--- src/fm_rx_prop_map.vh ---
/*
 * Property offsets, field positions, reset values and timing counts for the
 * FM receiver configuration property bank.
 * Assumes a 250 MHz core clock and a property command port of 16-bit data.
 */
// Operation
// - divide external reference by programmed prescaler, legal 1 to 4095
// - prescaler sits in bits 11:0; bits 15:12 reserved, written zero
// - accept flag set after each access; controller waits for it
// - property accesses accepted only in powered-up mode
// - de-emphasis code 10 is 75 us, 01 is 50 us; others reserved
// - filter code 0 automatic, 1 to 4 force 110/84/60/40 kHz
// - above stereo level full stereo, below blended; 7-bit level
// - below mono level full mono, above blended or stereo; 7-bit
// - level 0 forces stereo, level 127 forces mono
// - antenna bit 0 picks long pin at 0, short pin at 1
`ifndef FM_RX_PROP_MAP_VH
`define FM_RX_PROP_MAP_VH

// ----------------------------------------
// property offsets
// ----------------------------------------
`define OFS_REF_DIV 16'h0202
`define OFS_EMPH 16'h1100
`define OFS_CHAN_BW 16'h1102
`define OFS_STEREO_LVL 16'h1105
`define OFS_MONO_LVL 16'h1106
`define OFS_ANTENNA 16'h1107

// ----------------------------------------
// reset values
// ----------------------------------------
`define RST_REF_DIV 12'h001
`define RST_EMPH 2'h2
`define RST_CHAN_BW 3'h1
`define RST_STEREO_LVL 7'h31
`define RST_MONO_LVL 7'h1e
`define RST_ANTENNA 1'h0

// ----------------------------------------
// fields and codes
// ----------------------------------------
`define DIV_MSB 11
`define DIV_MAX 12'hfff
`define EMPH_MSB 1
`define EMPH_75US 2'h2
`define EMPH_50US 2'h1
`define BW_MAX 3'h4
`define LVL_MSB 6
`define LVL_FORCE_MONO 7'h7f
`define ANT_BIT 0

// ----------------------------------------
// timing
// ----------------------------------------
`define CLK_PERIOD_NS 4
`define ACCEPT_DELAY_NS 20
`define ACCEPT_DELAY_CYC ((`ACCEPT_DELAY_NS + `CLK_PERIOD_NS - 1) / `CLK_PERIOD_NS)

`endif

--- src/fm_rx_config_property_bank.v ---
/*
 * Configuration property bank of the FM receiver: holds reference divider,
 * de-emphasis, channel filter, blend levels and antenna select, and divides
 * the synchronised external reference down to the internal reference.
 * Assumes the controller issues one property command at a time over the
 * command port and waits for cmdAccept before the next.
 */
`timescale 1ns/1ps
`include "fm_rx_prop_map.vh"
`default_nettype none

module fm_rx_config_property_bank
(
   // clock and reset
   input wire clk,
   input wire resetn,
   input wire clkEn,
   // mode
   input wire poweredUp,
   // property command port
   input wire cmdValid,
   input wire cmdWrite,
   input wire [15:0] cmdAddr,
   input wire [15:0] cmdWdata,
   output reg [15:0] cmdRdata,
   output wire cmdAccept,
   output reg cmdError,
   // external reference and derived clock
   input wire extRefClk,
   output reg internal_reference_clock,
   // receiver controls
   input wire [6:0] rssiLevel,
   output reg [1:0] emphasis_time_constant,
   output reg [2:0] channel_bw_code,
   output reg [6:0] stereo_rssi_level,
   output reg [6:0] single_channel_rssi_level,
   output reg short_antenna_enable,
   output reg stereoFull,
   output reg monoFull,
   output reg emphasis75us
);

   // ----------------------------------------
   // property registers
   // ----------------------------------------
   reg [11:0] reference_divider_value;
   reg [3:0] acceptCnt_ff;
   reg busy_ff;
   // settle count, cut to the counter's width where it is loaded
   localparam integer ACCEPT_CYC = `ACCEPT_DELAY_CYC;
   wire legalMode = poweredUp;
   wire take = clkEn & cmdValid & ~busy_ff;

   function hitAddr;
      input [15:0] addr;
      input [15:0] ofs;
      begin
         hitAddr = (addr == ofs);
      end
   endfunction

   wire mapped = hitAddr(cmdAddr, `OFS_REF_DIV) | hitAddr(cmdAddr, `OFS_EMPH)
      | hitAddr(cmdAddr, `OFS_CHAN_BW) | hitAddr(cmdAddr, `OFS_STEREO_LVL)
      | hitAddr(cmdAddr, `OFS_MONO_LVL) | hitAddr(cmdAddr, `OFS_ANTENNA);

   always @(posedge clk or negedge resetn)
   begin
      if (!resetn)
      begin
         reference_divider_value <= `RST_REF_DIV;
         emphasis_time_constant <= `RST_EMPH;
         channel_bw_code <= `RST_CHAN_BW;
         stereo_rssi_level <= `RST_STEREO_LVL;
         single_channel_rssi_level <= `RST_MONO_LVL;
         short_antenna_enable <= `RST_ANTENNA;
         cmdRdata <= 16'h0000;
         cmdError <= 1'b0;
      end
      else if (take)
      begin
         // accesses outside powered-up mode are refused and flagged
         cmdError <= ~legalMode | ~mapped;
         if (legalMode & cmdWrite)
         begin
            // out-of-range divider, de-emphasis and filter values leave the old setting untouched; levels and antenna take the low bits
            if (hitAddr(cmdAddr, `OFS_REF_DIV) && cmdWdata[15:12] == 4'h0
               && cmdWdata[`DIV_MSB:0] != 12'h000)
               reference_divider_value <= cmdWdata[`DIV_MSB:0];
            if (hitAddr(cmdAddr, `OFS_EMPH) && cmdWdata[15:2] == 14'h0000
               && (cmdWdata[`EMPH_MSB:0] == `EMPH_75US
               || cmdWdata[`EMPH_MSB:0] == `EMPH_50US))
               emphasis_time_constant <= cmdWdata[`EMPH_MSB:0];
            if (hitAddr(cmdAddr, `OFS_CHAN_BW) && cmdWdata <= {13'h0000, `BW_MAX})
               channel_bw_code <= cmdWdata[2:0];
            if (hitAddr(cmdAddr, `OFS_STEREO_LVL))
               stereo_rssi_level <= cmdWdata[`LVL_MSB:0];
            if (hitAddr(cmdAddr, `OFS_MONO_LVL))
               single_channel_rssi_level <= cmdWdata[`LVL_MSB:0];
            if (hitAddr(cmdAddr, `OFS_ANTENNA))
               short_antenna_enable <= cmdWdata[`ANT_BIT];
         end
         if (!legalMode || cmdWrite)
            cmdRdata <= 16'h0000;
         else if (hitAddr(cmdAddr, `OFS_REF_DIV))
            cmdRdata <= {4'h0, reference_divider_value};
         else if (hitAddr(cmdAddr, `OFS_EMPH))
            cmdRdata <= {14'h0000, emphasis_time_constant};
         else if (hitAddr(cmdAddr, `OFS_CHAN_BW))
            cmdRdata <= {13'h0000, channel_bw_code};
         else if (hitAddr(cmdAddr, `OFS_STEREO_LVL))
            cmdRdata <= {9'h000, stereo_rssi_level};
         else if (hitAddr(cmdAddr, `OFS_MONO_LVL))
            cmdRdata <= {9'h000, single_channel_rssi_level};
         else if (hitAddr(cmdAddr, `OFS_ANTENNA))
            cmdRdata <= {15'h0000, short_antenna_enable};
         else
            cmdRdata <= 16'h0000;
      end
   end

   // ----------------------------------------
   // accept flag
   // ----------------------------------------
   // busy holds off a second command until the settle delay has run out
   always @(posedge clk or negedge resetn)
   begin
      if (!resetn)
      begin
         busy_ff <= 1'b0;
         acceptCnt_ff <= 4'h0;
      end
      else if (clkEn)
      begin
         if (take)
         begin
            busy_ff <= 1'b1;
            acceptCnt_ff <= ACCEPT_CYC[3:0];
         end
         else if (busy_ff)
         begin
            if (acceptCnt_ff == 4'h1)
               busy_ff <= 1'b0;
            acceptCnt_ff <= acceptCnt_ff - 4'h1;
         end
      end
   end
   assign cmdAccept = ~busy_ff;

   // ----------------------------------------
   // reference prescaler
   // ----------------------------------------
   reg refSync1_ff, refSync2_ff, refSync3_ff, refState_ff;
   reg [11:0] edgeCnt_ff;
   wire refStable = (refSync2_ff == refSync3_ff);
   wire refRise = refStable & refSync2_ff & ~refState_ff;
   wire [11:0] halfLo = reference_divider_value >> 1;
   wire [11:0] halfHi = reference_divider_value - halfLo;

   always @(posedge clk or negedge resetn)
   begin
      if (!resetn)
      begin
         refSync1_ff <= 1'b0;
         refSync2_ff <= 1'b0;
         refSync3_ff <= 1'b0;
         refState_ff <= 1'b0;
         edgeCnt_ff <= 12'h000;
         internal_reference_clock <= 1'b0;
      end
      else if (clkEn)
      begin
         refSync1_ff <= extRefClk;
         refSync2_ff <= refSync1_ff;
         refSync3_ff <= refSync2_ff;
         if (refStable)
            refState_ff <= refSync2_ff;
         // divide by one passes the settled reference straight through
         if (reference_divider_value == 12'h001)
         begin
            if (refStable)
               internal_reference_clock <= refSync2_ff;
         end
         // count rising edges; output toggles every half period of edges
         else if (refRise)
         begin
            if (edgeCnt_ff + 12'h001 >=
               (internal_reference_clock ? halfLo : halfHi))
            begin
               edgeCnt_ff <= 12'h000;
               internal_reference_clock <= ~internal_reference_clock;
            end
            else
               edgeCnt_ff <= edgeCnt_ff + 12'h001;
         end
      end
   end

   // ----------------------------------------
   // blend and de-emphasis decode
   // ----------------------------------------
   always @(posedge clk or negedge resetn)
   begin
      if (!resetn)
      begin
         stereoFull <= 1'b0;
         monoFull <= 1'b0;
         emphasis75us <= 1'b1;
      end
      else if (clkEn)
      begin
         // level 0 always stereo, 127 always mono; mono wins a conflict
         monoFull <= (single_channel_rssi_level == `LVL_FORCE_MONO)
            | (stereo_rssi_level == `LVL_FORCE_MONO)
            | (rssiLevel < single_channel_rssi_level);
         stereoFull <= (stereo_rssi_level != `LVL_FORCE_MONO)
            & (single_channel_rssi_level != `LVL_FORCE_MONO)
            & ((stereo_rssi_level == 7'h00) | (single_channel_rssi_level == 7'h00)
            | (rssiLevel > stereo_rssi_level));
         emphasis75us <= (emphasis_time_constant == `EMPH_75US);
      end
   end

endmodule // fm_rx_config_property_bank

`default_nettype wire

--- config.mk ---
export PLATFORM = sky130hd
export DESIGN_NAME = fm_rx_config_property_bank
export DESIGN_NICKNAME = d
export VERILOG_FILES = /design/src/fm_rx_config_property_bank.v
export VERILOG_INCLUDE_DIRS = /design/src
export SDC_FILE = /design/constraint.sdc
export NUM_CORES = 1
export LEC_CHECK = 0
export ABC_AREA = 1
export BUFFER_PORTS_ARGS = -buffer_cell sky130_fd_sc_hd__buf_4
export CAP_MARGIN = 30
export CORE_ASPECT_RATIO = 0.5
export CORE_UTILIZATION = 55
export CTS_BUF_LIST = sky130_fd_sc_hd__clkbuf_8
export CTS_CLUSTER_SIZE = 40
export DETAILED_ROUTE_END_ITERATION = 10
export HOLD_SLACK_MARGIN = 0.1
export PLACE_DENSITY = 0.86
export SYNTH_ARGS = -nofsm -noshare
export SYNTH_HDL_FRONTEND = slang
export SYNTH_SLANG_ARGS = --single-unit
export TNS_END_PERCENT = 50
--- constraint.sdc ---
create_clock -name clk -period 3.5 [get_ports clk]
set_clock_uncertainty 0.2 [all_clocks]
set_input_delay 0.525 -clock clk [delete_from_list [all_inputs] [get_ports clk]]
set_output_delay 0.525 -clock clk [all_outputs]
set_load 0.01 [all_outputs]
== After elaboration in Yosys (flattened, before gate mapping) ==
Index checks and enable logic that the tools add are counted.
W data, S select, Z words.

* $add $sub $neg: 3
* $mul: 0
* Divide/modulo/power cells: 0
* Magnitude comparators: 4
* Equality and inequality tests: 17
* Shifts and indexed selects: 0
* Mux-type cells: 18
* Bitwise logic cells: 23
* Reduce and logical (&&, ||, !) cells: 26

{| class="wikitable"
|+ Operators by type and width
! operator !! count
|-
| $eq A16 B13 Y1 const B || 5
|-
| $mux W12 || 4
|-
| $mux W7 || 4
|-
| $reduce_and A3 Y1 || 7
|-
| $eq A16 B10 Y1 const B || 1
|-
| $le A16 B3 Y1 const B || 1
|-
| $eq A7 B7 Y1 const B || 2
|-
| $logic_not A14 Y1 || 1
|-
| $logic_not A7 Y1 || 2
|-
| $ne A7 B7 Y1 const B || 2
|-
| $add A12 B1 Y12 const B || 1
|-
| $eq A12 B1 Y1 const B || 1
|-
| $ge A12 B12 Y1 || 1
|-
| $reduce_bool A12 Y1 || 1
|-
| $sub A12 B11 Y12 || 1
|-
| $or A1 B1 Y1 || 10
|-
| $mux W1 || 8
|-
| $mux W4 || 2
|-
| $and A1 B1 Y1 || 7
|-
| $gt A7 B7 Y1 || 1
|-
| $lt A7 B7 Y1 || 1
|-
| $not A1 Y1 || 6
|-
| $reduce_bool A2 Y1 || 3
|-
| $logic_and A1 B1 Y1 || 5
|-
| 11 further kinds || 14
|}

* Register bits: 74
* Bits in latches: 0
* Memory bits (writable): 0
* Memory bits (read-only): 0
* Input bits: 46
* Memories: 0

== Depth between registers and ports, before layout ==
Gate-level depths: netlist (run 1).

* Depth after elaboration: 8
* Gate-level depth with buffers: 22
* Depth with buffers taken out: 22

== Least setup slack after synthesis (run 1) ==
OpenSTA, ideal clock, no wires.

* Path kind: register to register
* Start point: register reference_divider_value[1]
* End point: register edgeCnt_ff[4]
* Arrival: 2.773 ns
* Data required time: 3.204 ns
* Path slack: 0.432 ns
* Cell stages (with the launch flop): 21
* Path buffers: 1
* Cell sequence: dfrtp_1 ha_1 inv_1 fa_1 nand3_1 nand2_1 nand2_1 nand2_1 nand2_1 a21o_1 nand3_1 o21ai_0 inv_1 ha_1 nand2_1 o21bai_1 nand2_1 a21oi_1 nand3_1 buf_2 o31ai_1

* Word-level cells in the longest chain between the ends: 4

{| class="wikitable"
|+ RTL lines
! item !! RTL line !! text
|-
| from (decl) || fm_rx_config_property_bank.v:46 || <nowiki>reg [11:0] reference_divider_value;</nowiki>
|-
| from (signal assigned) || fm_rx_config_property_bank.v:70 || <nowiki>reference_divider_value <= `RST_REF_DIV;</nowiki>
|-
| from (signal assigned) || fm_rx_config_property_bank.v:88 || <nowiki>reference_divider_value <= cmdWdata[`DIV_MSB:0];</nowiki>
|-
| $sub A12 B11 Y12 || fm_rx_config_property_bank.v:157 || <nowiki>wire [11:0] halfHi = reference_divider_value - halfLo;</nowiki>
|-
| $mux W12 || fm_rx_config_property_bank.v:187 || <nowiki>(internal_reference_clock ? halfLo : halfHi))</nowiki>
|-
| $ge A12 B12 Y1 || fm_rx_config_property_bank.v:186 || <nowiki>if (edgeCnt_ff + 12'h001 >=</nowiki>
|-
| $mux W12 || fm_rx_config_property_bank.v:186 ||
|-
| to (signal assigned) || fm_rx_config_property_bank.v:193 || <nowiki>edgeCnt_ff <= edgeCnt_ff + 12'h001;</nowiki>
|-
| to (decl) || fm_rx_config_property_bank.v:153 || <nowiki>reg [11:0] edgeCnt_ff;</nowiki>
|}

Several ways; a longest one is shown, not always the timed one.
A chain may end at the register's enable or synchronous reset.

== Final worst setup path (run 1) ==
* Start point: register reference_divider_value[4]
* End point: register edgeCnt_ff[9]

The elaborated chain is that of the path after synthesis.

==> impl_metrics.yaml, run 1 <==
final_layout:
  seqCellArea_mm2: 0.001767
  final_cell_mix: "nand2_1, buf_4, inv_1"
  antenna_cells: 0
  fin_cells: 899
  multi_input_area_mm2: 0.002982
  drive_gt1_share_pct: 25.32
  final_nets: 871
  fin_util_pct: 69.70
  area_growth_pct: 19.37
  final_common_cell: "nand2_1"
  fill_cells: 737
hold_path:
  hold_path.class: "in2async"
clock_network:
  numClockSinks: 70
  htreeDepth: 3
  cts_tree: "built"
  ctsHoldBuffers: 0
  cts_buffers: 9
  cts_buffer_depth: 2
  worstSkewPairLatency_ns: 0.36
  cts_root_buf: "clkbuf_8"
  path_clk_slew_ns: 0.08
logic_synthesis:
  synth-seq-cells: 70
  ys_types: 51
  synth.yosys.warnings: 0
  netlist_instances: 687
  ys_seq_area_share_pct: 33.79
  synth_async_sr_flop_share_pct: 100.0
  synth_edf_count: 0
  syn_area_mm2: 0.005225
  ys.flop_type: "dfrtp_1"
  synth.avg_cell_area_um2: 7.606
placed_design:
  io_buffers: 83
  hpwl_um: 9887
  dp_cells: 877
  place_congestion: 0.9236
power:
  power.density_mw_per_mm2: 399.4
  worst_ir_drop_vdd_v: 0.0002448
  fin_total_pwr_uw: 2491
  p_leak_uw: 0.003184
floorplan:
  num_rows: 24
  pin_count: 88
  start_util_pct: 58.39
  core_area_mm2: 0.008949
  dieHeight_um: 70.92
  die_area_mm2: 0.009917
  fp.dieW_um: 139.8
timing:
  worst_pin_slew_ns: 0.8819
  maxSlewHeadroom_pct: 41.20
  setup_violations: 0
  hold_ws_ns: 0.07652
  fin_crit_sh_pct: 95.69
  drv_slew: 0
  finalCriticalPeriod_ns: 3.349
  hold_violations: 0
  fmax_mhz: 298.6
worst_setup_path:
  r2r_end: "edgeCnt_ff[9]"
  start_kind: "flop"
  endpoint_kind: "flop"
  required_ns: 3.53
  ff2ff_path_depth: 20
  r2r_start: "reference_divider_value[4]"
  crit_path_max_fanout: 6
  crit_type: "reg2reg"
  r2r_slack_ns: 0.15
  crit_arrival_ns: 3.38
global_route:
  grt_pass1_wl_um: 21470
  grt_max_degree: 71
  track_usage_pct: 27.47
  first_global_vias: 4581
  overflow: 0
  antenna_found_initial: 0
run_status:
  outcome: "finished, final reports clean"
drt:
  firstDrtPassIters: 5
  ant_nets: 0
  drcViolationCount: 0
  viasPerCell: 5.566
  num_vias: 5004
  wl_per_cell_um: 14.67
  routed_wl_um: 13190
  drt_iter0_markers: 361
job:
  max_cap_viol_count: 0
metrics by stage:
stage | setup WS, ns | setup TNS [ns] | instance area, um2
after detailed placement | 0.1703 | 0 | 5921
after CTS | 0.1487 | 0 | 6143
after floorplan | 0.4318 | 0 | 5236
after global placement | 0.2661 | 0 | 5921
final | 0.1509 | 0 | 6237
after global routing | -0.08997 | -0.5354 | 6237
kinds of logic (layout without fill, tap and decap cells):
logic type / Yosys count / in the layout / share of synthesized area, %
and+or+nand+nor: 294 / 294 / 27.30
AOI/OAI and AO/OA: 138 / 138 / 15.42
buffers and inverters: 127 / 219 / 10.25
DFF: 70 / 70 / 33.79
adders and majority gates: 48 / 48 / 11.64
xor gates and xnor gates: 8 / 8 / 1.341
other: 1 / 4 / 0.07177
muxes: 1 / 1 / 0.1916
how the worst max path moves through the flow:
| stage | startpoint | to | cells past startpoint |
|---|---|---|---|
| finish | reference_divider_value[4] | edgeCnt_ff[9] | 20 |
| global route | reference_divider_value[4] | edgeCnt_ff[9] | 20 |
| CTS | reference_divider_value[1] | edgeCnt_ff[6] | 20 |
| detailed placement | reference_divider_value[1] | edgeCnt_ff[4] | 20 |
| global placement | reference_divider_value[1] | edgeCnt_ff[7] | 20 |
| floorplan | reference_divider_value[1] | edgeCnt_ff[4] | 20 |
cells in the mapped netlist (11+ instances only):
library cell    n  area (um2)
nor2_1         48       180.2
dfstp_2        11       289.0
o21ai_1        29       145.1
a21oi_1        35       175.2
nand2_2        14       87.58
o21ai_2        12       105.1
nand2_1       140       525.5
ha_1           47       588.1
inv_1          93       349.1
o21ai_0        35       175.2
nand4_1        17       106.4
nand3_1        34       170.2
nor3_1         12       60.06
inv_2          15       56.30
dfrtp_1        59        1476
worst max-delay path, cell delays in order (launching register included):
cell and delay, ns:
dfrtp_1 0.39, inv_1 0.09, ha_1 0.30, inv_2 0.11, nand2_2 0.08, nor3_2 0.22
nand2_1 0.12, a21oi_2 0.17, nor2_1 0.06, nand2_1 0.08, nand2_1 0.07, nand2_1 0.06
nand2_1 0.09, ha_1 0.31, nand2_1 0.07, nor2_2 0.14, and2_1 0.18, nand2_1 0.09
nand3_2 0.11, buf_2 0.18, o22ai_1 0.10
final cells by class:
| class | instances | share of cell area, % |
|---|---|---|
| flip-flops and latches | 70 | 28.32 |
| clock inverters | 6 | 1.364 |
| inverters | 110 | 6.740 |
| well taps | 117 | 2.347 |
| clock buffers | 10 | 2.207 |
| multi-input cells | 493 | 47.80 |
| repair buffers | 93 | 11.21 |
power breakdown:
group,leakage (uW),switching [uW],internal (uW)
Clock,0.000108,327,418
Combinational,0.00217,484,311
Sequential,0.000901,66.7,885
registers in the layout, indices dropped and copies added, names as in the netlist, 2 cells and up:
register	flops
acceptCnt_ff	4
edgeCnt_ff	12
cmdRdata	12
single_channel_rssi_level	7
stereo_rssi_level	7
channel_bw_code	3
emphasis_time_constant	2
reference_divider_value	12
metal layers:
metal  routed length (um)  track usage, %  vias to the layer above
met1                 5984           37.06                     2342
met2                 6185           45.44                      184
met5                    0               0                        -
met4                  260           8.669                        0
li1                     -               -                     2449
met3                  761           4.875                       29
what timing repair did:
action	CTS	global route
setup buffers	0	5
hold endpoints to repair	0	0
setup endpoints to repair	0	13
resized for setup	0	18
Power figures use the tool's default switching activity.
==> run 2: changes to the inputs <==
--- a/config.mk
+++ b/config.mk
@@ -10,12 +10,12 @@
 export BUFFER_PORTS_ARGS = -buffer_cell sky130_fd_sc_hd__buf_4
 export CAP_MARGIN = 30
 export CORE_ASPECT_RATIO = 0.5
-export CORE_UTILIZATION = 55
+export CORE_UTILIZATION = 50
 export CTS_BUF_LIST = sky130_fd_sc_hd__clkbuf_8
 export CTS_CLUSTER_SIZE = 40
 export DETAILED_ROUTE_END_ITERATION = 10
 export HOLD_SLACK_MARGIN = 0.1
-export PLACE_DENSITY = 0.86
+export PLACE_DENSITY = 0.8
 export SYNTH_ARGS = -nofsm -noshare
 export SYNTH_HDL_FRONTEND = slang
 export SYNTH_SLANG_ARGS = --single-unit
==> run 2 against run 1 <==
Compared with the run above: combinational power about the same; final cell count up 2.4%; maximum frequency up 3.7%; global-route usage down 1.4 points; worst hold slack worse by 0.0027 ns; highest routed layer unchanged; sequential share of layout area down 0.31 points; die area up 9.8%.
==> impl_metrics.yaml, run 2 (synthesized netlist as in run 1, its figures left out) <==
worst_setup_path:
  start_kind: "flop"
  crit_arrival_ns: 3.30
  crit_path_max_fanout: 6
  crit_type: "reg2reg"
  endpoint_kind: "flop"
  required_ns: 3.57
  ff2ff_path_depth: 21
  r2r_slack_ns: 0.27
global_route:
  overflow: 0
  grt_pass1_wl_um: 22030
  track_usage_pct: 26.05
  antenna_found_initial: 0
  grt_max_degree: 71
  first_global_vias: 4555
floorplan:
  fp.dieW_um: 146.6
  pin_count: 88
  start_util_pct: 53.37
  num_rows: 25
  core_area_mm2: 0.009791
  dieHeight_um: 74.29
  die_area_mm2: 0.01089
drt:
  wl_per_cell_um: 14.73
  firstDrtPassIters: 5
  num_vias: 4949
  ant_nets: 0
  viasPerCell: 5.374
  drt_iter0_markers: 359
  drcViolationCount: 0
  routed_wl_um: 13570
clock_network:
  cts_tree: "built"
  path_clk_slew_ns: 0.08
  cts_root_buf: "clkbuf_8"
  worstSkewPairLatency_ns: 0.36
  cts_buffer_depth: 2
  cts_buffers: 9
  ctsHoldBuffers: 0
  htreeDepth: 3
  numClockSinks: 70
job:
  max_cap_viol_count: 0
final_layout:
  antenna_cells: 0
  multi_input_area_mm2: 0.003017
  seqCellArea_mm2: 0.001765
  drive_gt1_share_pct: 25.57
  fill_cells: 814
  final_nets: 875
  area_growth_pct: 20.62
  reg_top3: "cmdRdata: 12 flops, edgeCnt_ff: 12 flops, reference_divider_value: 12 flops"
  final_cell_mix: "nand2_1, buf_4, inv_1"
  fin_cells: 921
  final_common_cell: "nand2_1"
power:
  switching_share_pct: 36.33
  clock_power_share_pct: 28.0
  p_int_uw: 1548
  pwr-share-seq_pct: 39.3
  worst_ir_drop_vdd_v: 0.0002133
  power.density_mw_per_mm2: 385.8
  p_leak_uw: 0.003215
  fin_total_pwr_uw: 2431
  p_sw_uw: 883.4
  combPwrFrac_pct: 32.6
timing:
  setup_violations: 0
  fin_crit_sh_pct: 92.30
  fmax_mhz: 309.5
  maxSlewHeadroom_pct: 39.62
  hold_violations: 0
  rsz0062_at_grt: "no"
  finalCriticalPeriod_ns: 3.231
  worst_pin_slew_ns: 0.9057
  drv_slew: 0
  tns_ns: 0
placed_design:
  hpwl_um: 10380
  place_congestion: 0.9258
  io_buffers: 83
  dp_cells: 898
hold_path:
  hold_path.class: "in2async"
run_status:
  outcome: "finished, final reports clean"
==> run 2: cell types whose count changed in the layout (fill, tap and decap cells not counted), moves of 2 or more <==
cell	previous run	this run
buf_4	91	95
o31ai_2	3	1
inv_1	90	92
o31ai_4	0	2
==> run 2: worst paths after layout <==
path | startpoint | to
worst max-delay path | reference_divider_value[0] | edgeCnt_ff[7]
worst min-delay path | resetn | reference_divider_value[6]
worst max register to register | reference_divider_value[0] | edgeCnt_ff[7]
worst min register to register | acceptCnt_ff[3] | acceptCnt_ff[3]
max in group asynchronous | resetn | edgeCnt_ff[3]
min in group clk | extRefClk | refSync1_ff
==> run 2: per-layer routing <==
layer	GRT usage, %	part of all wire [%]
met1	34.63	46
met2	43.49	46
met3	5.583	6.4
met4	7.986	1.6
met5	0	0
==> run 2: layout make-up <==
| cell class | count | share of cell area (%) |
|---|---|---|
| clock buffers | 11 | 2.402 |
| clock inverters | 5 | 0.7941 |
| inverters | 110 | 6.671 |
| multi-input cells | 493 | 47.87 |
| flip-flops and latches | 70 | 28.01 |
| well taps | 135 | 2.680 |
| repair buffers | 97 | 11.57 |
==> run 2: metrics by stage <==
stage,area [um2],setup WS [ns],hold slack [ns],util (%)
3_3_place_gp,5966,0.2569,0.2479,60.93
4_1_cts,6167,0.1159,0.1046,62.99
6_report,6302,0.2694,0.07380,64.37
2_1_floorplan,5236,0.4318,0.02941,-
5_1_grt,6302,0.008577,0.1563,64.37
3_5_place_dp,5966,0.1259,0.2541,60.93
==> run 2: critical path: stages (launching register included) <==
cell and delay (ns):
dfstp_2 0.55, inv_1 0.05, ha_1 0.19, inv_2 0.07, fa_2 0.23, nand3_2 0.08, nand2_2 0.08, nand2_1 0.07
nand2_1 0.06, nand2_1 0.06, nand3_1 0.06, nand3_1 0.09, o21ai_1 0.10, inv_1 0.06, ha_1 0.27, nand2_1 0.08
o21bai_1 0.13, nand2_1 0.09, a21oi_2 0.17, nand3_2 0.11, buf_6 0.15, o31ai_4 0.17
==> run 2: power by group through the flow <==
stage / logic [uW] / clock network (uW) / registers [uW]
5_1_grt: 895 / 721 / 967
3_5_place_dp: 705 / 0 / 969
4_1_cts: 708 / 695 / 954
3_3_place_gp: 666 / 0 / 964
6_report: 793 / 681 / 956
2_1_floorplan: 482 / 0 / 947
==> run 2: timing repair <==
action	CTS	global route
setup buffers	0	6
resized for setup	0	22
setup endpoints to repair	0	13
==> run 3: changes to the inputs <==
--- a/config.mk
+++ b/config.mk
@@ -16,6 +16,7 @@
 export DETAILED_ROUTE_END_ITERATION = 10
 export HOLD_SLACK_MARGIN = 0.1
 export PLACE_DENSITY = 0.8
+export REMOVE_ABC_BUFFERS = 1
 export SYNTH_ARGS = -nofsm -noshare
 export SYNTH_HDL_FRONTEND = slang
 export SYNTH_SLANG_ARGS = --single-unit
==> run 3 against run 2 <==
Compared with the run above: critical path depth is the same; die area is the same; clock power grew 14%; wire length shrank 3.6%; largest cell class unchanged; largest power group unchanged.
==> impl_metrics.yaml, run 3 (synthesized netlist as in run 1, its figures left out) <==
floorplan:
  num_rows: 25
  die_area_mm2: 0.01089
  fp.dieW_um: 146.6
  core_area_mm2: 0.009791
  pin_count: 88
  start_util_pct: 53.37
  dieHeight_um: 74.29
global_route:
  overflow: 0
  first_global_vias: 4705
  grt_pass1_wl_um: 21690
  track_usage_pct: 25.38
  grt_max_degree: 71
  antenna_found_initial: 0
worst_setup_path:
  crit_type: "reg2reg"
  crit_chain: "inv_1, ha_1, inv_2, fa_2, nand3_1, nand2_2, nand2_1, nand2_1, nand2_1, a21o_1, nand3_1, o21ai_0, inv_1, ha_1, nand2_2, o21bai_1, nand2_1, a21oi_2, nand3_2, buf_4, o31ai_2"
  cp_slowest_cell: "dfstp_2"
  required_ns: 3.57
  crit_top_cell: "nand2_1"
  crit_arrival_ns: 3.31
  slowest_delay_ns: 0.54
  start_kind: "flop"
  endpoint_kind: "flop"
  ff2ff_path_depth: 21
  crit_path_max_fanout: 6
power:
  worst_ir_drop_vdd_v: 0.0002093
  p_leak_uw: 0.003218
  power.density_mw_per_mm2: 392.8
drt:
  drt_iter0_markers: 376
  viasPerCell: 5.362
  ant_nets: 0
  routed_wl_um: 13080
  wl_per_cell_um: 14.21
  firstDrtPassIters: 7
  drcViolationCount: 0
  num_vias: 4933
hold_path:
  hold_path.class: "in2async"
job:
  max_cap_viol_count: 0
clock_network:
  numClockSinks: 70
  cts_root_buf: "clkbuf_8"
  cts_buffers: 9
  worstSkewPairLatency_ns: 0.36
  ctsHoldBuffers: 0
  htreeDepth: 3
  path_clk_slew_ns: 0.07
  cts_tree: "built"
  cts_buffer_depth: 2
placed_design:
  place_congestion: 0.9455
  dp_slack_ns: 0.1477
  hpwl_um: 10030
  io_buffers: 83
  placed_area_mm2: 0.005973
final_layout:
  final_cell_mix: "nand2_1, buf_4, inv_1"
  final_common_cell: "nand2_1"
  finalInstanceArea_mm2: 0.006292
  final_nets: 874
  antenna_cells: 0
  reg_top3: "cmdRdata: 12 flops, edgeCnt_ff: 12 flops, reference_divider_value: 12 flops"
  drive_gt1_share_pct: 24.97
  area_growth_pct: 20.43
timing:
  maxSlewHeadroom_pct: 41.33
  worst_pin_slew_ns: 0.8801
  layout_setup_ws_ns: 0.2544
  hold_ws_ns: 0.06235
  drv_slew: 0
  setup_violations: 0
  fmax_mhz: 308.1
  hold_violations: 0
  finalCriticalPeriod_ns: 3.246
  fin_crit_sh_pct: 92.73
run_status:
  outcome: "finished, final reports clean"
[run 3: cell type report]
| cell class | instances | area [um2] |
|---|---|---|
| Inverter | 110 | 420.4 |
| Clock inverter | 7 | 106.4 |
| Timing Repair Buffer | 96 | 720.7 |
| Tap cell | 135 | 168.9 |
| Clock buffer | 9 | 123.9 |
| Multi-Input combinational cell | 493 | 2985 |
| Sequential cell | 70 | 1767 |
| Fill cell | 860 | 3498 |
[run 3: path summary, 6_finish.rpt]
path,startpoint,to,slack (ns)
worst max-delay path,reference_divider_value[0],edgeCnt_ff[7],0.25
worst min-delay path,resetn,stereo_rssi_level[1],0.06
worst max register to register,reference_divider_value[0],edgeCnt_ff[7],0.25
worst min register to register,acceptCnt_ff[3],acceptCnt_ff[3],0.27
max in group asynchronous,resetn,reference_divider_value[1],2.42
min in group clk,extRefClk,refSync1_ff,0.16
[run 3: metal layers]
| metal | wire, um | share of wire (%) | track usage, % |
|---|---|---|---|
| met5 | 0 | 0 | 0 |
| met4 | 159 | 1.2 | 8.796 |
| met3 | 605 | 4.6 | 4.969 |
| met2 | 6133 | 47 | 44.29 |
| met1 | 6178 | 47 | 32.33 |
[run 3: repair_timing]
action	4_1_cts	5_1_grt
setup endpoints to repair	0	13
gates resized for setup	0	14
setup buffers	0	5
[run 3: through the flow]
step | TNS [ns] | utilization [%] | cells | total power, uW
2_1_floorplan | 0 | - | 673 | 1404
3_3_place_gp | 0 | 61.01 | 899 | 1647
3_5_place_dp | 0 | 61.01 | 899 | 1673
4_1_cts | 0 | 63.36 | 915 | 2448
5_1_grt | -0.1015 | 64.27 | 920 | 2622
6_report | 0 | 64.27 | 920 | 2471
[run 3: power by group]
| part | switching, uW | leakage [uW] | internal, uW | total (uW) |
|---|---|---|---|---|
| Clock | 315 | 0.000127 | 465 | 779 |
| Sequential | 70.6 | 0.000901 | 885 | 956 |
| Combinational | 440 | 0.00219 | 296 | 736 |
[run 3: worst max-delay path: cells and delay by family (launching register included)]
family	cells	cell delay, ns
buffers and inverters	4	0.35
AND/OR/NAND/NOR	9	0.68
adder cells (fa/ha/maj)	3	0.65
AO/OA/AOI/OAI	5	0.71
flip-flops	1	0.54
